--- config.mk ---
export PLATFORM = sky130hd
export DESIGN_NAME = radio_cfg_regs
export DESIGN_NICKNAME = d
export VERILOG_FILES = /design/src/rtl/radio_cfg_pkg.sv /design/src/rtl/host_byte_if.sv /design/src/rtl/radio_cfg_regs.sv /design/src/rtl/host_shifter.sv
export SDC_FILE = /design/constraint.sdc
export NUM_CORES = 1
export LEC_CHECK = 0
export BUFFER_PORTS_ARGS = -buffer_cell sky130_fd_sc_hd__buf_4
export CORE_MARGIN = 4
export CORE_UTILIZATION = 30
export DETAILED_ROUTE_END_ITERATION = 7
export PLACE_DENSITY_LB_ADDON = 0.2
export SYNTH_ARGS = -nofsm -noshare
export SYNTH_HDL_FRONTEND = slang
export SYNTH_SLANG_ARGS = --single-unit
--- constraint.sdc ---
create_clock -name I_CLK_SYS -period 6.6 [get_ports I_CLK_SYS]
set_clock_uncertainty 0.1 [all_clocks]
set_input_delay 1.32 -clock I_CLK_SYS [delete_from_list [all_inputs] [get_ports I_CLK_SYS]]
set_output_delay 1.32 -clock I_CLK_SYS [all_outputs]
set_load 0.005 [all_outputs]
--- src/rtl/radio_cfg_pkg.sv ---
// Purpose: shared constants for the radio configuration register bank
// Assumes: byte-wide registers reached over the serial host port
// Notes: offsets are the printed byte addresses of the host port
package radio_cfg_pkg;

	// ----------------------------------------------------------------
	// host port framing
	// ----------------------------------------------------------------
	localparam logic [7:0] HDR_WRITE = 8'h00;
	localparam logic [7:0] HDR_READ = 8'h01;
	localparam logic [7:0] UNMAPPED_READ = 8'h00;

	// ----------------------------------------------------------------
	// register offsets
	// ----------------------------------------------------------------
	localparam int REG_COUNT = 10;
	localparam logic [7:0] ADDR_CHANNEL_INDEX = 8'h6C;
	localparam logic [7:0] ADDR_SLOW_OSC_TRIM_HIGH = 8'h6D;
	localparam logic [7:0] ADDR_SLOW_OSC_TRIM_LOW_TX_VCO_WORD = 8'h6E;
	localparam logic [7:0] ADDR_OSCILLATOR_CURRENT_CFG = 8'hA1;
	localparam logic [7:0] ADDR_REGULATOR_CONTROL = 8'hA4;
	localparam logic [7:0] ADDR_SWITCH_CLOCK_RATIO_HIGH = 8'hA5;
	localparam logic [7:0] ADDR_SWITCH_CLOCK_RATIO_LOW = 8'hA6;
	localparam logic [7:0] ADDR_SLOW_CLOCK_SOURCE_CFG = 8'hA7;
	localparam logic [7:0] ADDR_TEST_SELECTION = 8'hA8;
	localparam logic [7:0] ADDR_POWER_TEST = 8'hB2;

	// ----------------------------------------------------------------
	// register indices into the bank
	// ----------------------------------------------------------------
	localparam int IDX_CHANNEL_INDEX = 0;
	localparam int IDX_TRIM_HIGH = 1;
	localparam int IDX_TRIM_LOW_TX = 2;
	localparam int IDX_OSC_CURRENT = 3;
	localparam int IDX_REG_CONTROL = 4;
	localparam int IDX_RATIO_HIGH = 5;
	localparam int IDX_RATIO_LOW = 6;
	localparam int IDX_SLOW_CLK_SRC = 7;
	localparam int IDX_TEST_SEL = 8;
	localparam int IDX_POWER_TEST = 9;

	localparam logic [7:0] REG_ADDR [REG_COUNT] = '{
		ADDR_CHANNEL_INDEX, ADDR_SLOW_OSC_TRIM_HIGH, ADDR_SLOW_OSC_TRIM_LOW_TX_VCO_WORD,
		ADDR_OSCILLATOR_CURRENT_CFG, ADDR_REGULATOR_CONTROL, ADDR_SWITCH_CLOCK_RATIO_HIGH,
		ADDR_SWITCH_CLOCK_RATIO_LOW, ADDR_SLOW_CLOCK_SOURCE_CFG, ADDR_TEST_SELECTION,
		ADDR_POWER_TEST};

	// ----------------------------------------------------------------
	// reset values, whole bytes including reserved bits
	// ----------------------------------------------------------------
	localparam logic [7:0] REG_RESET [REG_COUNT] = '{
		8'h00, 8'h70, 8'h48, 8'h11, 8'h0C, 8'h20, 8'h00, 8'hE1, 8'h00, 8'h42};

	// ----------------------------------------------------------------
	// field positions
	// ----------------------------------------------------------------
	localparam int TS_BUFFER_BIT = 6;
	localparam int REG_OFF_BIT = 5;
	localparam int TUNE_VOLT_BIT = 3;
	localparam int LOOP_BW_BIT = 2;
	localparam int RATE_MULT_ON_BIT = 7;
	localparam int EXT_SLOW_CLK_BIT = 3;
	localparam int TRIM_B_LSB_BIT = 7;
	localparam int RATIO_WIDTH = 15;
	localparam int FIXED_DIV_WIDTH = 2;  // divide by 4

	// host port sequencing
	typedef enum {ST_HEADER, ST_ADDR, ST_WRITE, ST_READ, ST_IGNORE} host_state_t;

endpackage

--- src/rtl/host_byte_if.sv ---
// Purpose: byte handshake between the serial shifter and the register bank
// Assumes: one clock domain, I_CLK_SYS
// Notes: byte_done is a one-cycle pulse
`timescale 1ns/100ps
`default_nettype none
interface host_byte_if;
	logic frame_active;
	logic byte_done;
	logic [7:0] rx_byte;
	logic [7:0] tx_byte;

	modport shifter
	(
		output frame_active,
		output byte_done,
		output rx_byte,
		input tx_byte
	);
	modport bank
	(
		input frame_active,
		input byte_done,
		input rx_byte,
		output tx_byte
	);
endinterface
`default_nettype wire

--- src/rtl/radio_cfg_regs.sv ---
// Purpose: power, slow clock and synthesizer configuration register bank
// Assumes: host frame = header byte, address byte, then data bytes
// Notes: address advances after each data byte; unmapped reads give zero
`timescale 1ns/100ps
`default_nettype none
module radio_cfg_regs
	import radio_cfg_pkg::*;
#(
	parameter int CARRIER_WIDTH = 32,
	parameter logic [31:0] BASE_FREQ = 32'h0000_0000,
	parameter logic [15:0] CHANNEL_SPACING = 16'h0001
)
(
	// clock and reset
	input wire logic I_CLK_SYS,
	input wire logic I_RST,
	// serial host port
	input wire logic I_CS_N,
	input wire logic I_SCLK,
	input wire logic I_MOSI,
	output logic O_MISO,
	// slow clock sources and operating mode
	input wire logic I_SLOW_RC_CLK,
	input wire logic I_GPIO_SLOW_CLK,
	input wire logic I_TX_MODE,
	// switching regulator controls
	output logic O_REGULATOR_SWITCH_CLK,
	output logic O_RATE_MULTIPLIER_ON,
	output logic O_REGULATOR_ON,
	output logic O_REGULATOR_TUNE_VOLTAGE,
	output logic O_REGULATOR_LOOP_BANDWIDTH,
	output logic O_TEMP_SENSE_BUFFER_ON,
	// slow clock
	output logic O_EXTERNAL_SLOW_CLOCK,
	output logic O_SLOW_CLK,
	output logic [3:0] O_SLOW_OSC_TRIM_A,
	output logic [4:0] O_SLOW_OSC_TRIM_B,
	// synthesizer
	output logic [7:0] O_CHANNEL_INDEX,
	output logic [CARRIER_WIDTH-1:0] O_CARRIER_WORD,
	output logic [5:0] O_OSCILLATOR_BIAS_CURRENT,
	output logic [6:0] O_TRANSMIT_OSC_CAL_WORD,
	output logic O_TRANSMIT_OSC_CAL_APPLY
);

	// refuse carrier widths that the sum cannot serve
	if (CARRIER_WIDTH < 24 || CARRIER_WIDTH > 32)
	begin : g_bad_width
		$error("CARRIER_WIDTH must lie between 24 and 32");
	end

	// ----------------------------------------------------------------
	// serial shifter
	// ----------------------------------------------------------------
	host_byte_if hb ();

	host_shifter u_shifter
	(
		.i_clk(I_CLK_SYS),
		.i_rst(I_RST),
		.i_cs_n(I_CS_N),
		.i_sclk(I_SCLK),
		.i_mosi(I_MOSI),
		.o_miso(O_MISO),
		.bus(hb.shifter)
	);

	// ----------------------------------------------------------------
	// host frame sequencing
	// ----------------------------------------------------------------
	host_state_t state_ff;
	host_state_t nxt_state;
	logic [7:0] addr_ff;
	logic [7:0] regs_ff [REG_COUNT];
	logic [REG_COUNT-1:0] hit_wr;
	logic wr_en;

	// next state of the frame decoder
	always_comb
	begin
		nxt_state = state_ff;
		case (state_ff)
			ST_HEADER:
				if (hb.byte_done)
					nxt_state = (hb.rx_byte == HDR_WRITE) ? ST_ADDR :
						(hb.rx_byte == HDR_READ) ? ST_ADDR : ST_IGNORE;
			ST_ADDR:
				;
			ST_WRITE:
				;
			ST_READ:
				;
			ST_IGNORE:
				;
			default:
				nxt_state = ST_HEADER;
		endcase
	end

	// frame state and direction; a frame ends when chip select rises
	logic is_read_ff;
	always_ff @(posedge I_CLK_SYS or posedge I_RST)
	begin
		if (I_RST)
		begin
			state_ff <= ST_HEADER;
			is_read_ff <= 1'b0;
		end
		else if (!hb.frame_active)
			state_ff <= ST_HEADER;
		else if (hb.byte_done)
		begin
			if (state_ff == ST_HEADER)
			begin
				state_ff <= nxt_state;
				is_read_ff <= (hb.rx_byte == HDR_READ);
			end
			else if (state_ff == ST_ADDR)
				state_ff <= is_read_ff ? ST_READ : ST_WRITE;
		end
	end

	// address pointer, advanced after every data byte
	always_ff @(posedge I_CLK_SYS or posedge I_RST)
	begin
		if (I_RST)
			addr_ff <= 8'h00;
		else if (hb.byte_done && state_ff == ST_ADDR)
			addr_ff <= hb.rx_byte;
		else if (hb.byte_done && (state_ff == ST_WRITE || state_ff == ST_READ))
			addr_ff <= addr_ff + 8'h01;
	end

	// ----------------------------------------------------------------
	// register storage
	// ----------------------------------------------------------------
	assign wr_en = hb.byte_done && state_ff == ST_WRITE;

	// one byte register per mapped offset, reserved bits stored as written
	genvar g;
	generate
		for (g = 0; g < REG_COUNT; g++)
		begin : g_reg
			assign hit_wr[g] = wr_en && (addr_ff == REG_ADDR[g]);
			always_ff @(posedge I_CLK_SYS or posedge I_RST)
			begin
				if (I_RST)
					regs_ff[g] <= REG_RESET[g];
				else if (hit_wr[g])
					regs_ff[g] <= hb.rx_byte;
			end
		end
	endgenerate

	// read mux; unmapped offsets read as zero
	function automatic logic [7:0] read_reg(input logic [7:0] a, input logic [7:0] r [REG_COUNT]);
		logic [7:0] v;
		v = UNMAPPED_READ;
		for (int i = 0; i < REG_COUNT; i++)
		begin
			if (a == REG_ADDR[i])
				v = r[i];
		end
		return v;
	endfunction

	// byte loaded for the next outgoing slot
	always_comb
	begin
		if (state_ff == ST_ADDR)
			hb.tx_byte = read_reg(hb.rx_byte, regs_ff);
		else if (state_ff == ST_READ)
			hb.tx_byte = read_reg(addr_ff + 8'h01, regs_ff);
		else
			hb.tx_byte = 8'h00;
	end

	// ----------------------------------------------------------------
	// field decode
	// ----------------------------------------------------------------
	logic [RATIO_WIDTH-1:0] ratio;
	assign ratio = {regs_ff[IDX_RATIO_HIGH][6:0], regs_ff[IDX_RATIO_LOW]};

	// static controls, registered from the bank
	always_ff @(posedge I_CLK_SYS or posedge I_RST)
	begin
		if (I_RST)
		begin
			O_REGULATOR_ON <= 1'b1;
			O_REGULATOR_TUNE_VOLTAGE <= 1'b1;
			O_REGULATOR_LOOP_BANDWIDTH <= 1'b1;
			O_TEMP_SENSE_BUFFER_ON <= 1'b0;
			O_RATE_MULTIPLIER_ON <= 1'b0;
			O_EXTERNAL_SLOW_CLOCK <= 1'b0;
			O_SLOW_OSC_TRIM_A <= 4'h7;
			O_SLOW_OSC_TRIM_B <= 5'h00;
			O_CHANNEL_INDEX <= 8'h00;
			O_OSCILLATOR_BIAS_CURRENT <= 6'h11;
		end
		else
		begin
			O_REGULATOR_ON <= !regs_ff[IDX_REG_CONTROL][REG_OFF_BIT];
			O_REGULATOR_TUNE_VOLTAGE <= regs_ff[IDX_REG_CONTROL][TUNE_VOLT_BIT];
			O_REGULATOR_LOOP_BANDWIDTH <= regs_ff[IDX_REG_CONTROL][LOOP_BW_BIT];
			O_TEMP_SENSE_BUFFER_ON <= regs_ff[IDX_REG_CONTROL][TS_BUFFER_BIT];
			O_RATE_MULTIPLIER_ON <= regs_ff[IDX_RATIO_HIGH][RATE_MULT_ON_BIT];
			O_EXTERNAL_SLOW_CLOCK <= regs_ff[IDX_SLOW_CLK_SRC][EXT_SLOW_CLK_BIT];
			O_SLOW_OSC_TRIM_A <= regs_ff[IDX_TRIM_HIGH][7:4];
			O_SLOW_OSC_TRIM_B <= {regs_ff[IDX_TRIM_HIGH][3:0], regs_ff[IDX_TRIM_LOW_TX][TRIM_B_LSB_BIT]};
			O_CHANNEL_INDEX <= regs_ff[IDX_CHANNEL_INDEX];
			O_OSCILLATOR_BIAS_CURRENT <= regs_ff[IDX_OSC_CURRENT][5:0];
		end
	end

	// transmit calibration word, presented only in transmit mode
	always_ff @(posedge I_CLK_SYS or posedge I_RST)
	begin
		if (I_RST)
		begin
			O_TRANSMIT_OSC_CAL_WORD <= 7'h00;
			O_TRANSMIT_OSC_CAL_APPLY <= 1'b0;
		end
		else
		begin
			O_TRANSMIT_OSC_CAL_WORD <= I_TX_MODE ? regs_ff[IDX_TRIM_LOW_TX][6:0] : 7'h00;
			O_TRANSMIT_OSC_CAL_APPLY <= I_TX_MODE;
		end
	end

	// carrier word: base plus channel times spacing
	logic [31:0] carrier_sum;
	// widen before the product so channel times spacing keeps all 24 bits
	assign carrier_sum = BASE_FREQ + 32'(regs_ff[IDX_CHANNEL_INDEX]) * 32'(CHANNEL_SPACING);
	always_ff @(posedge I_CLK_SYS or posedge I_RST)
	begin
		if (I_RST)
			O_CARRIER_WORD <= '0;
		else
			O_CARRIER_WORD <= carrier_sum[CARRIER_WIDTH-1:0];
	end

	// slow clock source; the selected pin is sampled, not gated
	always_ff @(posedge I_CLK_SYS or posedge I_RST)
	begin
		if (I_RST)
			O_SLOW_CLK <= 1'b0;
		else
			O_SLOW_CLK <= regs_ff[IDX_SLOW_CLK_SRC][EXT_SLOW_CLK_BIT] ? I_GPIO_SLOW_CLK : I_SLOW_RC_CLK;
	end

	// ----------------------------------------------------------------
	// regulator switching clock
	// ----------------------------------------------------------------
	logic [FIXED_DIV_WIDTH-1:0] div_ff;
	logic [RATIO_WIDTH-1:0] acc_ff;

	// fixed divider and phase accumulator both run from the system clock
	always_ff @(posedge I_CLK_SYS or posedge I_RST)
	begin
		if (I_RST)
		begin
			div_ff <= '0;
			acc_ff <= '0;
		end
		else
		begin
			div_ff <= div_ff + FIXED_DIV_WIDTH'(1);
			acc_ff <= acc_ff + ratio;
		end
	end

	// divide by four, or accumulator msb at ratio over two to fifteen
	always_ff @(posedge I_CLK_SYS or posedge I_RST)
	begin
		if (I_RST)
			O_REGULATOR_SWITCH_CLK <= 1'b0;
		else if (regs_ff[IDX_RATIO_HIGH][RATE_MULT_ON_BIT])
			O_REGULATOR_SWITCH_CLK <= acc_ff[RATIO_WIDTH-1];
		else
			O_REGULATOR_SWITCH_CLK <= div_ff[FIXED_DIV_WIDTH-1];
	end

endmodule
`default_nettype wire

--- src/rtl/host_shifter.sv ---
// Purpose: serial host port shifter, mode 0, msb first
// Assumes: port pins are synchronous to I_CLK_SYS and far slower than it
// Notes: the next outgoing byte is loaded when an incoming byte completes
`timescale 1ns/100ps
`default_nettype none
module host_shifter
(
	// clock and reset
	input wire logic i_clk,
	input wire logic i_rst,
	// serial pins
	input wire logic i_cs_n,
	input wire logic i_sclk,
	input wire logic i_mosi,
	output logic o_miso,
	// bank side
	host_byte_if.shifter bus
);

	logic sclk_prev_ff;
	logic [2:0] bit_cnt_ff;
	logic [6:0] rx_shift_ff;
	logic [7:0] tx_shift_ff;
	logic hold_ff;
	logic rise;
	logic fall;

	// edges of the serial clock, only inside a frame
	assign rise = !i_cs_n && i_sclk && !sclk_prev_ff;
	assign fall = !i_cs_n && !i_sclk && sclk_prev_ff;
	assign bus.frame_active = !i_cs_n;
	assign bus.byte_done = rise && (bit_cnt_ff == 3'h7);
	assign bus.rx_byte = {rx_shift_ff, i_mosi};
	assign o_miso = tx_shift_ff[7];

	// serial clock history
	always_ff @(posedge i_clk or posedge i_rst)
	begin
		if (i_rst)
			sclk_prev_ff <= 1'b0;
		else
			sclk_prev_ff <= i_sclk;
	end

	// incoming bits and bit count; only the count is cleared between frames
	always_ff @(posedge i_clk or posedge i_rst)
	begin
		if (i_rst)
		begin
			bit_cnt_ff <= 3'h0;
			rx_shift_ff <= 7'h00;
		end
		else if (i_cs_n)
			bit_cnt_ff <= 3'h0;
		else if (rise)
		begin
			bit_cnt_ff <= bit_cnt_ff + 3'h1;
			rx_shift_ff <= {rx_shift_ff[5:0], i_mosi};
		end
	end

	// outgoing bits; the fall right after a load keeps bit 7 on the pin
	always_ff @(posedge i_clk or posedge i_rst)
	begin
		if (i_rst)
		begin
			tx_shift_ff <= 8'h00;
			hold_ff <= 1'b0;
		end
		else if (i_cs_n)
		begin
			tx_shift_ff <= 8'h00;
			hold_ff <= 1'b0;
		end
		else if (bus.byte_done)
		begin
			tx_shift_ff <= bus.tx_byte;
			hold_ff <= 1'b1;
		end
		else if (fall)
		begin
			if (hold_ff)
				hold_ff <= 1'b0;
			else
				tx_shift_ff <= {tx_shift_ff[6:0], 1'b0};
		end
	end

endmodule
`default_nettype wire

==> Word-level counts from Yosys, hierarchy flattened <==
Cells that the tools add are included.
{ "totals": {"register_bits": 197, "input_bits": 8, "output_inout_bits": 72} }
{ "op_classes": {"add_sub_neg": 4, "eq_ne": 41, "n_mux": 44, "bitwise_logic": 1, "reduce_logical": 36} }
{ "ops": {"columns": ["operator", "n"], "rows": [
  ["8-bit two-way mux", 28],
  ["8-bit == test, second input constant", 21],
  ["32-bit two-way mux", 4],
  ["32-bit by 2-bit == test with 1-bit output, second input constant", 3],
  ["32-bit by 3-bit == test with 1-bit output, second input constant", 3],
  ["8-bit by 7-bit == test with 1-bit output, second input constant", 9],
  ["32-bit zero test", 2],
  ["32-bit case mux with 2 select lines", 1],
  ["32-bit by 1-bit == test with 1-bit output, second input constant", 1],
  ["1-bit logical AND", 18],
  ["15-bit adder", 1],
  ["3-bit two-way mux", 4],
  ["8-bit by 1-bit adder with 8-bit output, second input constant", 1],
  ["8-bit by 1-bit == test with 1-bit output, second input constant", 1],
  ["8-bit zero test", 1],
  ["7-bit two-way mux", 1],
  ["1-bit two-way mux", 6],
  ["3-bit != test, second input constant", 2],
  ["3-bit AND reduction", 2],
  ["2-bit nonzero test", 3],
  ["3-bit nonzero test", 2],
  ["1-bit zero test", 4],
  ["2-bit AND reduction", 2],
  ["4-bit OR reduction", 1],
  ["other kinds (5)", 5]
]} }

==> Depth between registers and ports, before layout <==
{ "logic_depth": {"ltp_word": 16, "depth_mapped": 12} }

==> Modules after synthesis <==
A second synthesis with hierarchy kept.
{ "unflattened": {"hier_cells": 839, "area_unflattened_um2": 8927.3} }
{ "by_module_without_submodules": {"columns": ["module", "n_inst", "cells_each", "area_each_um2"], "rows": [
  ["radio_cfg_regs", 1, 755, 8027.7],
  ["host_shifter", 1, 84, 899.6]
]} }

==> Worst setup path before layout <==
No wires, ideal clock.
{ "synth_timing": {"kind": "input to register", "from": "input I_MOSI", "to": "register u_shifter.tx_shift_ff[4]", "setup_ps": 129, "t_arrival_ps": 2834, "slack_ps": 3538, "stages": 9, "cell_sequence": "clkbuf_2 -> and4bb_2 -> and4_1 -> buf_4 -> or2b_1 -> a221oi_1 -> and3_1 -> o31a_1 -> a211oi_2"} }
{ "synth_between": {"elab_chain_len": 14, "elab_cells_between_ends": 23, "cone_classes": "eq/ne (10); mux (13)"} }
{ "synth_lines": {"columns": ["element", "line", "source"], "rows": [
  ["from (decl)", "radio_cfg_regs.sv:20", "input wire logic I_MOSI,"],
  ["8-bit by 7-bit == test with 1-bit output", "radio_cfg_regs.sv:161", "if (a == REG_ADDR[i])"],
  ["8-bit two-way mux (9 in series)", "radio_cfg_regs.sv:161", null],
  ["8-bit two-way mux (*)", "radio_cfg_regs.sv:161", null],
  ["8-bit two-way mux (*)", "radio_cfg_regs.sv:170", "if (state_ff == ST_ADDR)"],
  ["8-bit two-way mux (*)", "host_shifter.sv:75", "else if (bus.byte_done)"],
  ["8-bit two-way mux (*)", "host_shifter.sv:70", "else if (i_cs_n)"],
  ["to (signal assigned)", "host_shifter.sv:77", "tx_shift_ff <= bus.tx_byte;"],
  ["to (signal assigned)", "host_shifter.sv:85", "tx_shift_ff <= {tx_shift_ff[6:0], 1'b0};"],
  ["to (decl)", "host_shifter.sv:23", "logic [7:0] tx_shift_ff;"]
]} }
Every way passes the cells marked *; elsewhere a longest branch is shown, timed or not.
A chain may end at the register's enable or synchronous reset.

==> Worst setup path after layout <==
{ "layout_timing": {"from": "input I_CS_N", "to": "register regs_ff[18] in the netlist's numbering"} }
{ "layout_between": {"elab_chain_len": 6} }
{ "layout_lines": {"columns": ["element", "line", "source"], "rows": [
  ["from (decl)", "radio_cfg_regs.sv:18", "input wire logic I_CS_N,"],
  ["1-bit zero test", "host_shifter.sv:29", "assign rise = !i_cs_n && i_sclk && !sclk_prev_ff;"],
  ["1-bit logical AND (2 in series)", "host_shifter.sv:29", null],
  ["1-bit logical AND", "host_shifter.sv:32", "assign bus.byte_done = rise && (bit_cnt_ff == 3'h7);"],
  ["1-bit logical AND", "radio_cfg_regs.sv:137", "assign wr_en = hb.byte_done && state_ff == ST_WRITE;"],
  ["1-bit logical AND", "radio_cfg_regs.sv:144", "assign hit_wr[g] = wr_en && (addr_ff == REG_ADDR[g]);"],
  ["to (signal, indexed assignment)", "radio_cfg_regs.sv:148", "regs_ff[g] <= REG_RESET[g];"],
  ["to (signal, indexed assignment)", "radio_cfg_regs.sv:150", "regs_ff[g] <= hb.rx_byte;"],
  ["to (decl)", "radio_cfg_regs.sv:74", "logic [7:0] regs_ff [REG_COUNT];"]
]} }
Every way passes these cells.

==> reports/results.tsv <==
stage	metric	value	unit
status	outcome	finished clean	
die	Starting Density	0.304	
die	die height	181	microns
critical_path	CP required	6.82	ns
critical_path	Worst path slowest cell	nor3b_2	
yosys	Avg Synthesized Cell Area	11.0	sq um
clock_network	total CTS buffers	17	
critical_path	R2R Setup Slk	3.01	ns
clock_network	post-cts resize count	0	
global_route	number of global-route vias before repair	6509	
sta	RSZ-0062 raised after global routing	no	
critical_path	crit-path max FO	11	
sta	final count of hold timing violations	0	
yosys	Cell Area, Synth	9020	sq um
global_route	largest net degree at the start of global routing	66	
yosys	distinct cell type count after synthesis	89	
route	first-pass detailed-route iteration total	5	
critical_path	crit path DAT	3.97	ns
hold_path	Hold Crit Class	reg2reg	
critical_path	CP Launch Point	I_CS_N	
sta	fmax	267	MHz
finish	area grow syn2layout	12.8	%
global_route	GR Util met1	0.223	
yosys	Post-synth EDFFs	0	
sta	slew margin rel.	0.390	
finish	layout cell share with drive strength beyond 1	0.280	
clock_network	clk sinks	168	
clock_network	worst skew pair latency	0.44	ns
sta	ratio of final minimum period to clock period	0.568	
global_route	global routing usage on met2	0.240	
finish	Antenna diodes	0	
die	Cell Rows	63	
route	via count	6563	
clock_network	CTS max path bufs	2	
yosys	sequential-to-total area share from yosys stat	0.469	
yosys	synthesized instance count	822	
sta	Tmin final	3.75	ns
route	initial DRC count	423	
route	post-DR wirelength/cell	20.5	microns
route	final wirelength	25500	microns
critical_path	CP peak stage delay	0.64	ns
global_route	global-route wire length before repair	40100	microns
run	max cap viols	0	
die	die area	32900	sq um
critical_path	reg2reg end	u_shifter.tx_shift_ff[7]$_DFFE_PP0P_	
critical_path	Worst Path Class, Setup	in2reg	
clock_network	postcts setup bufs	0	
critical_path	critical path's top delay family	simple AND/OR/NAND/NOR gates	
route	# DRC	0	
critical_path	WP depth	8	
route	Post-DRT Antenna Nets	0	
yosys	#FFs+latches synth	168	
power	Leakage	4.69	nW
global_route	remaining global-route overflow	0	
yosys	async set or reset register ratio after synthesis	1.00	
critical_path	R2R cell count	8	
sta	Setup TNS	0	ns
die	Core ar.	29600	sq um
yosys	top_reg_cell synth	dfrtp_1	
die	Die X	181	microns
placement	# port buffers	55	
global_route	initial antenna violation count	2	
global_route	met3 Resource Use GR	0.0361	
finish	most common cell after layout, fill and taps aside	dfrtp_1	
sta	final setup vio count	0	
placement	Post-DP HPWL	18000	microns
sta	Slew @ Worst Pin	0.915	ns
power	Peak VDD IR	0.000144	V
critical_path	count of buffer and inverter cells on the critical path	1	
clock_network	clock root cell	clkbuf_16	
die	I/O pins	80	
critical_path	crit-path cells	buf_4, nor3b_2, and3b_1, nand2_1, nor2_2, and4_1, nand2_2, mux2_2	
global_route	GRT busiest layer	met2	
placement	gpl congestion	0.885	
clock_network	CTS tree	built	
finish	Nets	874	
clock_network	CTS H-Tree Depth	4	
sta	Final Max Tran Viols	0	
clock_network	clock slew at reported path FFs	0.06	ns
finish	most frequent cells in the layout	144 x dfrtp_1, 93 x mux2_2, 63 x buf_4, 46 x nand2_1, 37 x a21oi_1	
power	PwrDens	231	nW/um^2
route	via-per-instance ratio	5.27	
global_route	all-layer global routing usage	0.155	
critical_path	CP startpoint kind	input pin	
clock_network	Post-CTS Hold Buffers	0	
finish	post-route cell area	10200	sq um
critical_path	Worst setup endpoint	regs_ff[18]$_DFFE_PP0P_	
critical_path	Crit. End Element	register	
yosys	Synth Warn #	0	
placement	Area after DPL	9580	sq um
critical_path	FF-to-FF Start	addr_ff[0]$_DFFE_PP0P_	
## where the power goes
part	switching, mW	total, mW	internal, mW	leakage (nW)
logic	0.119	0.174	0.0549	2.19
registers	0.0926	1.14	1.05	2.22
clock network	0.461	1.04	0.577	0.283
## routing by layer
layer | share of wire | wire length [microns]
met5 | 0.0010 | 26
met4 | 0.014 | 368
met3 | 0.056 | 1430
met2 | 0.45 | 11500
met1 | 0.48 | 12300
## how the worst min path moves through the flow
stage	from	to	slack [ns]	cells past startpoint
2_1_floorplan	regs_ff[48]$_DFFE_PP1P_	O_OSCILLATOR_BIAS_CURRENT[0]$_DFF_PP1_	0.26	0
3_3_place_gp	regs_ff[68]$_DFFE_PP1P_	O_SLOW_OSC_TRIM_A[0]$_DFF_PP1_	0.28	0
3_5_place_dp	regs_ff[68]$_DFFE_PP1P_	O_SLOW_OSC_TRIM_A[0]$_DFF_PP1_	0.28	0
4_1_cts	regs_ff[68]$_DFFE_PP1P_	O_SLOW_OSC_TRIM_A[0]$_DFF_PP1_	0.29	0
5_1_grt	regs_ff[68]$_DFFE_PP1P_	O_SLOW_OSC_TRIM_A[0]$_DFF_PP1_	0.30	0
6_report	regs_ff[68]$_DFFE_PP1P_	O_SLOW_OSC_TRIM_A[0]$_DFF_PP1_	0.29	0
## area by class of cell
| class | count | area, sq um |
|---|---|---|
| Clock buffer | 18 | 439 |
| Timing Repair Buffer | 63 | 473 |
| Tap cell | 390 | 488 |
| Sequential cell | 168 | 4230 |
| Inverter | 18 | 72.6 |
| Fill cell | 3008 | 19500 |
| Clock inverter | 14 | 159 |
| Multi-Input combinational cell | 575 | 4310 |
## cells in the mapped netlist, types with 5 or more instances
cell type  number  share of area
buf_2          13         0.0072
dfrtp_1       144           0.40
buf_4          38          0.032
ha_1           22          0.031
nor2b_1         5         0.0035
a221oi_1        5         0.0049
nor4_1          6         0.0042
or3_1           5         0.0035
nor2_1         34          0.014
xor2_1          5         0.0049
xnor2_1        14          0.014
o221ai_1       10         0.0097
mux2_2         93           0.12
a211oi_1       17          0.014
nand3_1        22          0.012
clkbuf_1       27          0.011
o21ai_0        36          0.020
nand2_1        46          0.019
dfstp_2        24          0.070
nand4_1        10         0.0069
nand2b_1        6         0.0042
a21oi_1        37          0.021
and2_1         14         0.0097
mux2i_1        14          0.016
inv_1          18         0.0075
a22oi_1         7         0.0058
nand2_2         6         0.0042
and3_1         22          0.015
nor3_1         11         0.0061
nand3b_1        7         0.0058
a221o_1         7         0.0078
## registers in the layout, indices dropped and copies added (netlist names), 2 cells and up
signal and flops:
u_shifter.tx_shift_ff 8, acc_ff 15, O_TRANSMIT_OSC_CAL_WORD 7, O_CARRIER_WORD 8
u_shifter.bit_cnt_ff 3, div_ff 2, u_shifter.rx_shift_ff 7, ratio 15
addr_ff 8, regs_ff 65, state_ff 3, O_SLOW_OSC_TRIM_B 5
O_OSCILLATOR_BIAS_CURRENT 6, O_SLOW_OSC_TRIM_A 4
## per-stage QoR
| step | instances | setup slack [ns] | hold slack, ns | total power, mW | util |
|---|---|---|---|---|---|
| after CTS | 1246 | 2.87 | 0.289 | 2.38 | 0.343 |
| after detailed placement | 1214 | 2.42 | 0.279 | 1.34 | 0.323 |
| final | 1246 | 2.85 | 0.289 | 2.35 | 0.343 |
| after floorplan | 845 | 0.673 | 0.263 | 1.23 | - |
| after global placement | 1214 | 2.48 | 0.280 | 1.34 | 0.323 |
| after global routing | 1246 | 2.68 | 0.297 | 2.44 | 0.343 |
## cells by family (layout without fill, tap and decap cells)
group           count (synthesis)  count (layout)  synth area share
compound gates                179             179             0.143
xor+xnor                       20              20            0.0203
fa+ha+maj                      23              23            0.0327
buf+inv                       102             113            0.0627
flops                         168             168             0.469
mux                           109             109             0.137
other cells                     1              24          0.000416
simple gates                  220             220             0.135
Power figures use the tool's default switching activity.
